[config.mk]
export PLATFORM = sky130hd
export DESIGN_NAME = sec_erase_ctrl
export DESIGN_NICKNAME = d
export VERILOG_FILES = /design/src/sec_erase_pkg.sv /design/src/pw_compare.sv /design/src/sec_erase_ctrl.sv
export SDC_FILE = /design/constraint.sdc
export NUM_CORES = 1
export LEC_CHECK = 0
export ABC_AREA = 0
export BUFFER_PORTS_ARGS = -buffer_cell sky130_fd_sc_hd__buf_4
export CORE_MARGIN = 4
export CORE_UTILIZATION = 52
export DETAILED_ROUTE_END_ITERATION = 10
export PLACE_DENSITY = 0.89
export REMOVE_ABC_BUFFERS = 1
export SYNTH_ARGS = -nofsm -noshare
export SYNTH_HDL_FRONTEND = slang
export SYNTH_HIERARCHICAL = 1
export SYNTH_SLANG_ARGS = --single-unit
[constraint.sdc]
create_clock -name clk_sys_i -period 2.95 [get_ports clk_sys_i]
set_clock_uncertainty 0.15 [all_clocks]
set_input_delay 0.4425 -clock clk_sys_i [delete_from_list [all_inputs] [get_ports clk_sys_i]]
set_output_delay 0.4425 -clock clk_sys_i [all_outputs]
set_load 0.05 [all_outputs]
[src/sec_erase_pkg.sv]
// constants and types for the security erase / freeze command interpreter
// assumes: command-block registers reach the block as a decoded command strobe
// Operation
// - opcode F3h arms a following erase-unit command
// - erase-prepare completes with no data phase
// - opcode F4h erases all user sectors then disables lock
// - erase-unit requests exactly one parameter sector before erasing
// - erase-unit aborts unless directly preceded by completed erase-prepare
// - word 0 bit 0 selects master (1) or user (0) password
// - word 0 bit 1 erase mode; only normal supported; bits 2-15 reserved
// - 32-byte password in words 1-16 compared; mismatch aborts
// - erase spans sector 0 to native top, ignoring host-visible top
// - erase writes zeros only, no read-back verify
// - defect and reassignment records are left unchanged
// - erase disables lock but keeps the master password
// - lock already disabled: skip password compare, erase anyway
// - erase time reported in identification word 89
// - opcode F5h enters frozen state at once
// - frozen state clears only on power removal
// - frozen rejects set-password, unlock, disable-password, erase-unit
package sec_erase_pkg;
	localparam logic [7:0] OPC_ERASE_PREP = 8'hF3;
	localparam logic [7:0] OPC_ERASE_UNIT = 8'hF4;
	localparam logic [7:0] OPC_FREEZE     = 8'hF5;
	localparam logic [7:0] OPC_SET_PW     = 8'hF1;
	localparam logic [7:0] OPC_UNLOCK     = 8'hF2;
	localparam logic [7:0] OPC_DIS_PW     = 8'hF6;
	localparam int         ERR_ABT_BIT    = 2;
	localparam int         ST_ERR_BIT     = 0;
	localparam int         ST_DRQ_BIT     = 3;
	localparam int         ST_DSC_BIT     = 4;
	localparam int         ST_RDY_BIT     = 6;
	localparam int         ST_BSY_BIT     = 7;
	localparam int         CW_MASTER_BIT  = 0;
	localparam int         CW_MODE_BIT    = 1;
	localparam int         PW_WORDS       = 16;
	localparam int         SECTOR_WORDS   = 256;
	localparam int         ID_ERASE_TIME_WORD = 89;
	localparam logic [7:0] ERR_RESET      = 8'h00;
	localparam logic [7:0] STATUS_RESET   = 8'h50;
	localparam logic [15:0] ERASE_TIME_MIN = 16'h0064;
	localparam logic [15:0] ZERO_WORD     = 16'h0000;
	typedef struct packed {
		logic        valid;
		logic [15:0] data;
	} pdata_t;
	typedef struct packed {
		logic        req;
		logic [47:0] lba;
		logic [15:0] data;
	} media_wr_t;
endpackage

[src/pw_compare.sv]
// word-serial 32-byte password comparator
// assumes: words arrive in order, index 0..PW_WORDS-1, with clear before each sector
`timescale 1ns/10ps
module pw_compare #(
	parameter int WORDS = 16
) (
	// clock and reset
	input  wire logic        clk_sys_i,
	input  wire logic        srst_i,
	// word stream
	input  wire logic        clear_i,
	input  wire logic        word_en_i,
	input  wire logic [3:0]  word_idx_i,
	input  wire logic [15:0] rx_word_i,
	input  wire logic [15:0] ref_word_i,
	// result
	output logic             mismatch_o
);
	// sticky mismatch over the 16 password words
	always_ff @(posedge clk_sys_i) begin
		if (srst_i || clear_i) begin
			mismatch_o <= 1'b0;
		end else if (word_en_i && (32'(word_idx_i) < WORDS) && (rx_word_i != ref_word_i)) begin
			mismatch_o <= 1'b1;
		end
	end
endmodule

[src/sec_erase_ctrl.sv]
// security erase-prepare / erase-unit / freeze-lock command interpreter
// assumes: command strobe decoded from command-block, sector data word-serial,
// media writer accepts one zero word per ack; power_on_i high only at power-up
`timescale 1ns/10ps
module sec_erase_ctrl
	import sec_erase_pkg::*;
#(
	parameter logic [47:0] NATIVE_TOP = 48'h0000_0000_03FF
) (
	// clock and reset
	input  wire logic                      clk_sys_i,
	input  wire logic                      srst_i,
	input  wire logic                      power_on_i,
	// command block
	input  wire logic                      cmd_wr_i,
	input  wire logic [7:0]                cmd_opcode_i,
	input  wire logic [47:0]               host_visible_top_sector_i,
	// sector data from host
	input  wire sec_erase_pkg::pdata_t     pdata_i,
	// stored passwords and lock state
	input  wire logic [15:0]               user_pw_word_i,
	input  wire logic [15:0]               master_pw_word_i,
	input  wire logic                      lock_enabled_i,
	// media writer
	input  wire logic                      media_ack_i,
	// outputs
	output logic [7:0]                     command_error_flags_o,
	output logic [7:0]                     device_condition_flags_o,
	output logic [3:0]                     pw_word_idx_o,
	output sec_erase_pkg::media_wr_t       media_wr_o,
	output logic                           lock_disable_o,
	output logic                           frozen_o,
	output logic [15:0]                    id_erase_time_o
);
	import sec_erase_pkg::*;

	typedef enum logic [2:0] {
		S_IDLE = 3'b000,
		S_DATA = 3'b001,
		S_CHK  = 3'b011,
		S_ERASE = 3'b010,
		S_DONE = 3'b110
	} state_t;

	state_t      state;
	logic        armed;
	logic        use_master;
	logic [8:0]  word_cnt;
	logic [47:0] lba;
	logic        mismatch;
	logic        is_lock_cmd;
	logic        abort_now;

	////////////////////////////////////////////////////////////////////////
	// command classification
	assign is_lock_cmd = (cmd_opcode_i == OPC_SET_PW) || (cmd_opcode_i == OPC_UNLOCK) ||
		(cmd_opcode_i == OPC_DIS_PW) || (cmd_opcode_i == OPC_ERASE_UNIT);
	// immediate aborts: frozen lock commands, or unarmed erase
	assign abort_now = cmd_wr_i && (state == S_IDLE) &&
		((frozen_o && is_lock_cmd) ||
		 (cmd_opcode_i == OPC_ERASE_UNIT && !armed));

	////////////////////////////////////////////////////////////////////////
	// frozen latch, cleared only by power-on, never by srst_i
	always_ff @(posedge clk_sys_i) begin
		if (power_on_i) begin
			frozen_o <= 1'b0;
		end else if (cmd_wr_i && state == S_IDLE && cmd_opcode_i == OPC_FREEZE) begin
			frozen_o <= 1'b1;
		end
	end

	// erase arm: set by completed prepare, dropped by any other command
	always_ff @(posedge clk_sys_i) begin
		if (srst_i) begin
			armed <= 1'b0;
		end else if (cmd_wr_i && state == S_IDLE) begin
			armed <= (cmd_opcode_i == OPC_ERASE_PREP);
		end
	end

	// identification word 89
	always_ff @(posedge clk_sys_i) begin
		if (srst_i) begin
			id_erase_time_o <= ERASE_TIME_MIN;
		end else begin
			id_erase_time_o <= ERASE_TIME_MIN;
		end
	end

	////////////////////////////////////////////////////////////////////////
	// password comparator
	pw_compare #(
		.WORDS(PW_WORDS)
	) u_cmp (
		.clk_sys_i (clk_sys_i),
		.srst_i    (srst_i),
		.clear_i   (state == S_IDLE),
		.word_en_i (pdata_i.valid && state == S_DATA && word_cnt >= 9'd1 &&
			word_cnt <= 9'(PW_WORDS)),
		.word_idx_i(pw_word_idx_o),
		.rx_word_i (pdata_i.data),
		.ref_word_i(use_master ? master_pw_word_i : user_pw_word_i),
		.mismatch_o(mismatch)
	);

	////////////////////////////////////////////////////////////////////////
	// erase sequencer
	always_ff @(posedge clk_sys_i) begin
		if (srst_i) begin
			state          <= S_IDLE;
			word_cnt       <= 9'd0;
			use_master     <= 1'b0;
			lba            <= 48'd0;
			pw_word_idx_o  <= 4'd0;
			media_wr_o     <= '0;
			lock_disable_o <= 1'b0;
		end else begin
			lock_disable_o <= 1'b0;
			case (state)
				S_IDLE: begin
					word_cnt <= 9'd0;
					pw_word_idx_o <= 4'd0;
					if (cmd_wr_i && !abort_now && cmd_opcode_i == OPC_ERASE_UNIT) begin
						state <= S_DATA;
					end
				end
				S_DATA: begin
					if (pdata_i.valid) begin
						if (word_cnt == 9'd0) begin
							use_master <= pdata_i.data[CW_MASTER_BIT];
						end
						if (word_cnt >= 9'd1 && word_cnt < 9'(PW_WORDS)) begin
							pw_word_idx_o <= 4'(word_cnt);
						end
						word_cnt <= word_cnt + 9'd1;
						if (word_cnt == 9'(SECTOR_WORDS - 1)) begin
							state <= S_CHK;
						end
					end
				end
				S_CHK: begin
					// bit 1 enhanced mode ignored: normal erase only, bits 2-15 reserved
					lba <= 48'd0;
					if (mismatch && lock_enabled_i) begin
						state <= S_DONE;
					end else begin
						state <= S_ERASE;
					end
				end
				S_ERASE: begin
					// zero writes only, no verify reads, no defect-list access
					media_wr_o.req  <= 1'b1;
					media_wr_o.lba  <= lba;
					media_wr_o.data <= ZERO_WORD;
					if (media_wr_o.req && media_ack_i) begin
						// native top bounds the walk, host-visible top unused
						if (lba == NATIVE_TOP) begin
							media_wr_o.req <= 1'b0;
							lock_disable_o <= 1'b1;
							state <= S_DONE;
						end else begin
							lba <= lba + 48'd1;
							media_wr_o.lba <= lba + 48'd1;
						end
					end
				end
				S_DONE: begin
					state <= S_IDLE;
				end
				default: begin
					state <= S_IDLE;
				end
			endcase
		end
	end

	////////////////////////////////////////////////////////////////////////
	// error and status registers
	always_ff @(posedge clk_sys_i) begin
		if (srst_i) begin
			command_error_flags_o    <= ERR_RESET;
			device_condition_flags_o <= STATUS_RESET;
		end else begin
			device_condition_flags_o[ST_BSY_BIT] <= (state == S_CHK) || (state == S_ERASE);
			device_condition_flags_o[ST_DRQ_BIT] <= (state == S_DATA);
			if (abort_now || (state == S_CHK && mismatch && lock_enabled_i)) begin
				command_error_flags_o[ERR_ABT_BIT]  <= 1'b1;
				device_condition_flags_o[ST_ERR_BIT] <= 1'b1;
			end else if (cmd_wr_i && state == S_IDLE) begin
				command_error_flags_o <= ERR_RESET;
				device_condition_flags_o[ST_ERR_BIT] <= 1'b0;
			end
		end
	end

	////////////////////////////////////////////////////////////////////////
	// checks
	a_unarmed_erase: assert property (@(posedge clk_sys_i) disable iff (srst_i)
		cmd_wr_i && state == S_IDLE && cmd_opcode_i == OPC_ERASE_UNIT && !armed && !frozen_o
		|=> command_error_flags_o[ERR_ABT_BIT] && state == S_IDLE)
		else $error("unarmed erase not aborted");
	a_frozen_reject: assert property (@(posedge clk_sys_i) disable iff (srst_i)
		cmd_wr_i && state == S_IDLE && frozen_o && is_lock_cmd
		|=> device_condition_flags_o[ST_ERR_BIT] && state != S_DATA)
		else $error("frozen lock command accepted");
	a_freeze_sticky: assert property (@(posedge clk_sys_i)
		!power_on_i && frozen_o |=> frozen_o)
		else $error("frozen state lost");
	a_freeze_enter: assert property (@(posedge clk_sys_i) disable iff (power_on_i)
		cmd_wr_i && state == S_IDLE && cmd_opcode_i == OPC_FREEZE |=> frozen_o)
		else $error("freeze not entered");
	a_pw_abort: assert property (@(posedge clk_sys_i) disable iff (srst_i)
		state == S_CHK && mismatch && lock_enabled_i
		|=> state == S_DONE && command_error_flags_o[ERR_ABT_BIT])
		else $error("mismatch not aborted");
	a_unlocked_erase: assert property (@(posedge clk_sys_i) disable iff (srst_i)
		state == S_CHK && !lock_enabled_i |=> state == S_ERASE)
		else $error("unlocked erase skipped");
	a_zero_write: assert property (@(posedge clk_sys_i) disable iff (srst_i)
		media_wr_o.req |-> media_wr_o.data == ZERO_WORD && media_wr_o.lba <= NATIVE_TOP)
		else $error("nonzero or out of range write");
	a_erase_start: assert property (@(posedge clk_sys_i) disable iff (srst_i)
		$rose(media_wr_o.req) |-> media_wr_o.lba == 48'd0)
		else $error("erase did not start at sector 0");
	a_data_phase: assert property (@(posedge clk_sys_i) disable iff (srst_i)
		cmd_wr_i && state == S_IDLE && !abort_now && cmd_opcode_i == OPC_ERASE_UNIT
		|=> ##1 device_condition_flags_o[ST_DRQ_BIT])
		else $error("no data request");
	a_prep_nodata: assert property (@(posedge clk_sys_i) disable iff (srst_i)
		cmd_wr_i && state == S_IDLE && cmd_opcode_i == OPC_ERASE_PREP |=> state == S_IDLE && armed)
		else $error("prepare entered data phase");
	c_freeze: cover property (@(posedge clk_sys_i) $rose(frozen_o));
	c_erase_done: cover property (@(posedge clk_sys_i) lock_disable_o);
	c_pw_fail: cover property (@(posedge clk_sys_i) state == S_CHK && mismatch && lock_enabled_i);
endmodule

* Word-level counts from Yosys, hierarchy flattened
Index checks and enable logic that the tools add are counted.
** Word-level totals
- RAM bits :: 0
- Latch bits :: 0
- Word-level logic and storage cells :: 98
- Output and inout bits :: 103
- Memories :: 0
- Input bits :: 111
- Memory bits (read-only) :: 0
- Register bits :: 122
** Cells by class
- Divide/modulo/power cells :: 0
- Add/sub/neg operators :: 2
- $mul :: 0
- Muxes and demuxes :: 23
- Bitwise logic cells :: 2
- Equal/unequal tests :: 18
- Reduce and logical (&&, ||, !) cells :: 36
- Order comparisons :: 3
- Shift operators :: 0
** Operators by type and width (count)
- 48-bit two-way mux :: 2
- 48-bit case mux with 2 select lines :: 1
- 49-bit two-way mux :: 1
- 48-bit by 1-bit adder with 48-bit output, second input constant :: 1
- 48-bit by 10-bit equality test with 1-bit output, second input constant :: 1
- 8-bit equality test, second input constant :: 6
- 3-bit two-way mux :: 7
- 9-bit case mux with 2 select lines :: 1
- 1-bit logical AND :: 16
- 16-bit two-way mux :: 1
- 16-bit != test :: 1
- 3-bit case mux with 4 select lines :: 1
- 9-bit by 1-bit adder with 9-bit output, second input constant :: 1
- 9-bit by 8-bit equality test with 1-bit output, second input constant :: 1
- 9-bit by 1-bit >= comparator with 1-bit output, second input constant :: 1
- 9-bit by 5-bit <= comparator with 1-bit output, second input constant :: 1
- 9-bit logical NOT :: 1
- 9-bit by 5-bit < comparator with 1-bit output, second input constant :: 1
- 9-bit two-way mux :: 1
- 4-bit two-way mux :: 2
- 2-bit != test, second input constant :: 4
- 4-bit case mux with 2 select lines :: 1
- 1-bit logical OR :: 7
- 3-bit by 2-bit equality test with 1-bit output, second input constant :: 2
- other kinds (11) :: 22

* Logic depth before layout (Yosys ltp)
Gate-level depths: netlist of run 1.
- Depth in word-level cells :: 12
- Depth in mapped cells :: 9
- Depth with buffers taken out :: 8

* Hierarchy
Netlist of run 1, hierarchy kept.
** Modules (own cells, without submodules)
- sec_erase_ctrl :: seq. area each 2402.3 um2, area each 6779.0 um2, times used 1, cells each 851
- pw_compare :: seq. area each 20.0 um2, area each 205.2 um2, times used 1, cells each 24

* Least setup slack after synthesis of run 1
No wires, ideal clock.
- Path type :: flip-flop to flip-flop
- Start point :: reg media_wr_o[64] in the netlist's numbering
- End point :: reg lba[33]
- Path slack :: 0.626 ns
- Cell stages (with the launch flop) :: 8
- Data required time :: 2.699 ns
- Period minus slack after synthesis :: 2.324 ns
- Buffers on the path :: 3
- Arrival time :: 2.073 ns
- Setup time :: 0.101 ns
- Path through :: dfxtp_1 -> and2_1 -> clkbuf_1 -> nand2_1 -> or2_1 -> buf_2 -> buf_2 -> o41ai_1
** Between the ends
- Longest elaborated chain between the ends :: 3
** Ends and longest elaborated chain
- start: declaration :: line sec_erase_ctrl.sv:30 : output sec_erase_pkg::media_wr_t media_wr_o,
- 1-bit logical AND :: line sec_erase_ctrl.sv:156 : if (media_wr_o.req && media_ack_i) begin
- 2-bit != test (no line)
- 2-bit AND reduction (no line)
- end signal: assignment :: line sec_erase_ctrl.sv:163 : lba <= lba + 48'd1;
- end: declaration :: line sec_erase_ctrl.sv:49 : logic [47:0] lba;
No other way between the ends.
A chain may end at the register's enable or synchronous reset.

* Worst setup path after layout of run 1
- Start point :: reg lba[25]
- End point :: reg media_wr_o[55] in the netlist's numbering
** Between the ends
- Longest elaborated chain between the ends :: 3
- Elaborated cells on any way between the ends :: 4
- Those cells by class :: 1 x add/sub; 1 x eq/ne; 2 x mux
** Ends and longest elaborated chain (line)
- 48-bit by 1-bit adder with 48-bit output or 48-bit by 10-bit equality test with 1-bit output (tied branches) :: sec_erase_ctrl.sv:164, sec_erase_ctrl.sv:158
- 48-bit two-way mux (*)
- 49-bit two-way mux (*) :: sec_erase_ctrl.sv:156
Every way passes the cells marked *; elsewhere a longest branch is shown, timed or not.

==> results of run 1 <==
[layout make-up]
type	count	area, µm²
fill	1075	4780
clock inverter	14	171
clock buffer	18	439
tap	176	220
multi-input combinational	670	4020
timing repair buffer	146	1100
inverter	10	37.5
sequential	121	2420
[metrics by stage]
stage	setup slack, ps	util, %	instances
after floorplan	-2430	-	801
after global placement	457	59.1	1123
after detailed placement	393	59.1	1123
after CTS	385	63.8	1155
after global routing	197	63.8	1155
final	315	63.8	1155
[logic make-up after synthesis]
kind of cell / after synthesis / synth area share (%)
AOI/OAI and AO/OA: 203 / 18.2
xor gates and xnor gates: 58 / 7.27
adders and majority gates: 5 / 0.896
buffers and inverters: 126 / 10.0
DFF: 121 / 34.7
muxes: 18 / 2.87
other: 2 / 0.108
and+or+nand+nor: 342 / 26.0
[layer usage]
| layer | part of all wire (%) | vias to the layer above |
|---|---|---|
| li1 | - | 3294 |
| met1 | 38 | 3161 |
| met2 | 48 | 390 |
| met3 | 10 | 67 |
| met4 | 2.8 | 0 |
| met5 | 0 | - |
[sequential cells by signal, indices dropped and copies added, names as in the netlist]
| signal | cells |
|---|---|
| lba | 48 |
| word_cnt | 9 |
| armed | 1 |
| state | 3 |
| use_master | 1 |
| device_condition_flags_o | 2 |
| pw_word_idx_o | 4 |
| frozen_o | 1 |
| media_wr_o | 49 |
| lock_disable_o | 1 |
| u_cmp/mismatch_o | 1 |
| command_error_flags_o | 1 |
[final timing paths]
path | slack [ps] | cells past startpoint | end | from
worst min register to register | 330 | 2 | armed | armed
worst max register to register | 310 | 6 | media_wr_o[55] | lba[25]
worst min-delay path | 20 | 2 | frozen_o | power_on_i
worst max-delay path | 310 | 6 | media_wr_o[55] | lba[25]
[cell usage after synthesis, drive strengths merged, types with 12 or more instances]
master and number:
a211oi 36, a21oi 38, a311oi 13, a31oi 23
and3 19, buf 72, clkbuf 44, dfxtp 121
mux2 16, nand2 55, nand3 41, nand4 35
nor2 96, nor3 25, nor4 27, o21ai 60
or3 12, xnor2 32, xor2 26
[worst max-delay path: cells and delay by family (launching register included)]
kind | cells | cell delay [ps]
AO/OA/AOI/OAI | 1 | 230
flip-flops | 1 | 580
XOR/XNOR | 1 | 200
AND/OR/NAND/NOR | 4 | 1380
[power groups by stage]
stage                     Combinational [mW]  Clock, mW  Sequential [mW]
after floorplan                        0.166          0             1.67
after global routing                   0.282       2.22             1.63
after CTS                              0.266       2.15             1.63
final                                  0.268       2.14             1.63
after detailed placement               0.265          0             1.67
after global placement                 0.262          0             1.67
==> impl_results.md, run 1 <==
* Crit path kind: reg2reg
* First-pass GRT wire length at a little over 30000 µm
* Core area at 13200 µm²
* Post-DP Area at 7800 µm²
* Syn Inst Count at 875
* Resized cells post-CTS at 0
* Most common cell after layout, fill and taps aside: buf_4
* Detail Route Antenna Nets at 0
* Worst hold margin at 24.0 ps
* Period utilization at 89.3%
* DIE HEIGHT at 124 µm
* MaxCap Viol Count at 0
* EDFF count, synth at 0
* Flops & latches, synth at about 120
* Die extent in x at 124 µm
* YS warnings at 6
* Leakage at 3.04 nW
* Area grow syn2layout at 20.4%
* Cell Area, Synth at around 7000 µm²
* Design Area, Final at 8410 µm²
* DRT Pass-1 Iters at 5
* Mean routed wirelength per cell at about 17 µm
* Initial Utilization at 53.0%
* Crit start category: register
* CTS tree: built
* Clk sink count at ~120
* Clock transition at path regs at 60 ps
* GRT Max-Usage Layer: met2
* Vias at 6912
* Slew Viols, Final at 0
* CP arrival at 2810 ps
* Final wirelength at 19200 µm
* H-tree Lvls at 4
* CP endpoint kind: register
* Antenna diodes at 0
* Max Freq at 0.379 GHz
* Placer Congestion at 0.925
* Pin count of the biggest net entering global routing at 90
* Commonest non-fill, non-tap cells in the layout: 146 x buf_4, 121 x dfxtp_1, 95 x nor2_1, 58 x o21ai_0, 55 x nand2_1
* Sw Pwr at 972 µW
* Top-area cell type share of the netlist area at 34.7%
* Largest cells by area after synthesis: dfxtp_1 35%, nor2_1 5.1%, buf_4 5.1%, o21ai_0 4.2%, xnor2_1 4.0%
* Netlist cell types at 62
* CTS max path bufs at 2
* Hold buffers post-CTS at 0
* Setup Buffers After CTS at 0
* Top FF cell, synth: dfxtp_1
* Input/output buffers at 121
* DP HPWL at 13200 µm
* RSZ-0062 raised after global routing: no
* FFs w/ async S/R, synth at 0%
* Vias in the first global route at between 6000 and 7000
* Share of post-route cells with drive strength above 1 at 21.8%
* Combinational share of power at approximately 6.6%
* Clock root cell: clkbuf_16
* Nets at about 1100
* Fin crit period at 2640 ps
* Pint at 3.07 mW
* # DRC at 0
* Clock Power Share at 52.9%
* Outcome: finished, final reports clean
* Num CTS Buffers at 17
* # IOs at 214
* Die ar. at 15300 µm²
* Setup_tns at 0 ps
* First DRT Iteration DRCs at 727
* GR met3 Demand/Resource at 7.13%
* Setup violators final at 0
* Flop pwr share at 40.4%
* Met1 Use GR at 28.9%
* GR Overflow Total at 0
* Initial antenna violation count at 0
* Clk_lat worst skew at 420 ps
* Rel. slew slack at 42.7%
* Overall routing resource usage at 24.8%
* GR Layer Usage met2 at ~42%
* Actual slew at the worst max-slew pin at 860 ps
* Site Rows at 42
* CP Cell Sequence: nand3_1 -> or2_2 -> nor4_4 -> nand4_1 -> xor2_1 -> a211oi_1
* Tot Pwr at 4.04 mW
* Worst-path maximum fanout at 10
* Switch share at between 20% and 30%
* Fin. Hold Viols at 0
* Sequential element share of the synthesized area at around a third
* PwrDens at 481 nW/µm²
* Routed vias/inst at about 6.0
* Syn Area/Cell at 7.98 µm²
* Critical Path Slowest Stage Cell: dfxtp_1
* Req. time, crit path at 3130 ps
* Critical Path Max Stage Delay at 580 ps
* Peak supply drop at 0.419 mV
* Area leader, netlist: dfxtp_1
* Worst Hold Class: in2reg
Note: power is estimated with default switching activity, not from simulation.
==> run 2: changes to the inputs <==
--- a/config.mk
+++ b/config.mk
@@ -9,7 +9,7 @@
 export BUFFER_PORTS_ARGS = -buffer_cell sky130_fd_sc_hd__buf_4
 export CORE_MARGIN = 4
-export CORE_UTILIZATION = 52
+export CORE_UTILIZATION = 47
 export DETAILED_ROUTE_END_ITERATION = 10
-export PLACE_DENSITY = 0.89
+export PLACE_DENSITY = 0.85
 export REMOVE_ABC_BUFFERS = 1
 export SYNTH_ARGS = -nofsm -noshare
==> constraint.sdc (replaced) <==
create_clock -name clk_sys_i -period 2.4 [get_ports clk_sys_i]
set_clock_uncertainty 0.15 [all_clocks]
set_input_delay 0.36 -clock clk_sys_i [delete_from_list [all_inputs] [get_ports clk_sys_i]]
set_output_delay 0.36 -clock clk_sys_i [all_outputs]
set_load 0.005 [all_outputs]
==> impl_results.md, run 2 (synthesis gave the netlist of run 1 again) <==
* Reg-to-reg endpoint: media_wr_o[26]
* Rel. slew slack at 59.0% (+16 points)
* CP endpoint: media_wr_o[26]
* CP Cell Sequence: nor4_1 -> nand4_1 -> or4b_4 -> buf_4 -> nand2_1 -> xor2_2 -> o22ai_1
* Design Area, Final at 9200 µm² (+9.4%)
* CP delay by family, top: simple AND/OR/NAND/NOR gates
* Initial Utilization at 48.1% (-4.9 points)
* Input/output buffers at 121 (unchanged)
* Site Rows at 44 (+4.8%)
* Fin. Hold Viols at 0 (unchanged)
* Setup violators final at 2 (+2)
* Antenna diodes at 0 (unchanged)
* Slew Viols, Final at 0 (unchanged)
* Most common cell after layout, fill and taps aside: buf_4
* R2R Setup Slk at -10 ps (-330 ps)
* Vias at 7316 (+5.8%)
* Vias in the first global route at 6854 (+6.6%)
* Commonest non-fill, non-tap cells in the layout: 219 x buf_4, 117 x dfxtp_1, 94 x nor2_1, 58 x o21ai_0, 54 x nand2_1
* Die extent in x at 130 µm (+4.9%)
* Setup ws final at -12.7 ps (-327 ps)
* CP endpoint kind: register
* Period utilization at 101% (+11 points)
* GR Overflow Total at 0 (unchanged)
* R2R depth at 7 (+1)
* Overall routing resource usage at 24.8% (-0.079 points)
* Clk sink count at 121 (unchanged)
* Share of post-route cells with drive strength above 1 at 30.0% (+8.2 points)
* Post-place setup slack at -118 ps (-511 ps)
* CP Depth at 7 (+1)
* CP arrival at 2550 ps (-260 ps)
* PwrDens at 517 nW/µm² (+7.7%)
* Die ar. at 16900 µm² (+9.9%)
* Post-DP Area at 8400 µm² (+7.6%)
* Clock root cell: clkbuf_16
* H-tree Lvls at 4 (unchanged)
* CP Launch Point: lba[30]
* DRT Pass-1 Iters at 5 (unchanged)
* Failing checks: negative setup slack
* Peak supply drop at 0.515 mV (+23%)
* MaxCap Viol Count at 0 (unchanged)
* Worst-path maximum fanout at 6 (-4)
* Reg with most FFs: media_wr_o
* Buf+Inv Stages, Crit Path at 1 (+1)
* Mean routed wirelength per cell at 17.1 µm (+3.0%)
* Leakage at 3.50 nW (+15%)
* Pin count of the biggest net entering global routing at 90 (unchanged)
* DP HPWL at 14500 µm (+9.8%)
* Critical Path Max Stage Delay at 630 ps (+50 ps)
* Detail Route Antenna Nets at 0 (unchanged)
* First-pass GRT wire length at 33400 µm (+9.9%)
* Worst Hold Class: in2reg
* CTS tree: built
* Area grow syn2layout at 31.7%
* Outcome: complete, but fails checks
* First DRT Iteration DRCs at 800 (+10%)
* RSZ-0062 raised after global routing: yes
* Placer Congestion at 0.948 (+2.4%)
* Clock transition at path regs at 50 ps (about the same)
* Critical Path Slowest Stage Cell: or4b_4
* R2r startpoint: lba[30]
* Initial antenna violation count at 0 (unchanged)
* Tot Pwr at 4.76 mW (+18%)
* Nets at 1162 (+7.4%)
* Clk_lat worst skew at 430 ps (about the same)
* # IOs at 214 (unchanged)
* Req. time, crit path at 2540 ps (-590 ps)
* Max FFs per register at 49 (unchanged)
* Crit path kind: reg2reg
* Crit start category: register
* Max Freq at 0.414 GHz (+9.2%)
* Actual slew at the worst max-slew pin at 607 ps (-253 ps)
* Largest regs: media_wr_o (49), lba (48), word_cnt (9)
* CTS max path bufs at 2 (unchanged)
* DIE HEIGHT at 130 µm (+4.9%)
* Routed vias/inst at 5.89 (-1.6%)
* # DRC at 0 (unchanged)
* Fin crit period at 2410 ps (-223 ps)
* Core area at 14500 µm² (+10%)
* Num CTS Buffers at 17 (unchanged)
* Final wirelength at 21300 µm (+11%)
## run 2: cell types whose count changed in the layout (fill, tap and decap cells not counted), sizes merged
cell and change:
buf +78, clkbuf +5, clkinvlp -2, inv -2, bufinv -1, clkinv -1
dlygate4sd3 +1, or3 +1
## run 2: how the worst min path moves through the flow
stage,from,endpoint,slack (ps),cells after the start
6_report,pdata_i[0],use_master,50,3
5_1_grt,pdata_i[0],use_master,70,3
4_1_cts,pdata_i[0],use_master,40,3
3_5_place_dp,armed,armed,310,2
3_3_place_gp,armed,armed,300,2
2_1_floorplan,srst_i,media_wr_o[49],270,1
## run 2: cell type report
cell class                 instances  area, µm²
sequential                       121       2430
inverter                          10       37.5
fill                            1193       5340
timing repair buffer             225       1740
clock inverter                     8       92.6
multi-input combinational        671       4170
tap                              184        230
clock buffer                      23        498
## run 2: power breakdown
| group | leakage, nW | switching, mW | total [mW] | internal (mW) |
|---|---|---|---|---|
| clock | 0.295 | 0.901 | 2.55 | 1.65 |
| combinational | 2.23 | 0.0957 | 0.200 | 0.104 |
| sequential | 0.976 | 0.0000876 | 2.01 | 2.01 |
## run 2: stage by stage
stage	util [%]	cells	hold WS, ps	TNS [ps]
floorplan	-	801	275	-188100
global placement	57.8	1204	305	-369
detailed placement	57.8	1204	310	-543
CTS	62.2	1240	37.2	-5.74
global route	63.3	1242	66.3	-993
finish	63.3	1242	48.5	-16.8
## run 2: worst register-to-register path, cell delays in order, from the launching register on
cell	delay [ps]
dfxtp_1	310
nor4_1	320
nand4_1	290
or4b_4	640
buf_4	180
nand2_1	120
xor2_2	180
o22ai_1	100
## run 2: what timing repair did
action,CTS,global route
endpoints found under the setup margin,17,38
buffers inserted,4,1
gates cloned,0,1
pin swaps,2,8
gates resized for setup,5,31
endpoints found under the hold margin,1,0
hold buffers,1,0
## run 2: layer usage
layer  up-vias  GRT usage, %  wire length [µm]
met1      3349          29.9              7900
met3        82          6.02              2150
li1       3442             -                 -
met5         -             0                 0
met4         0          10.3               768
met2       443          42.1             10400
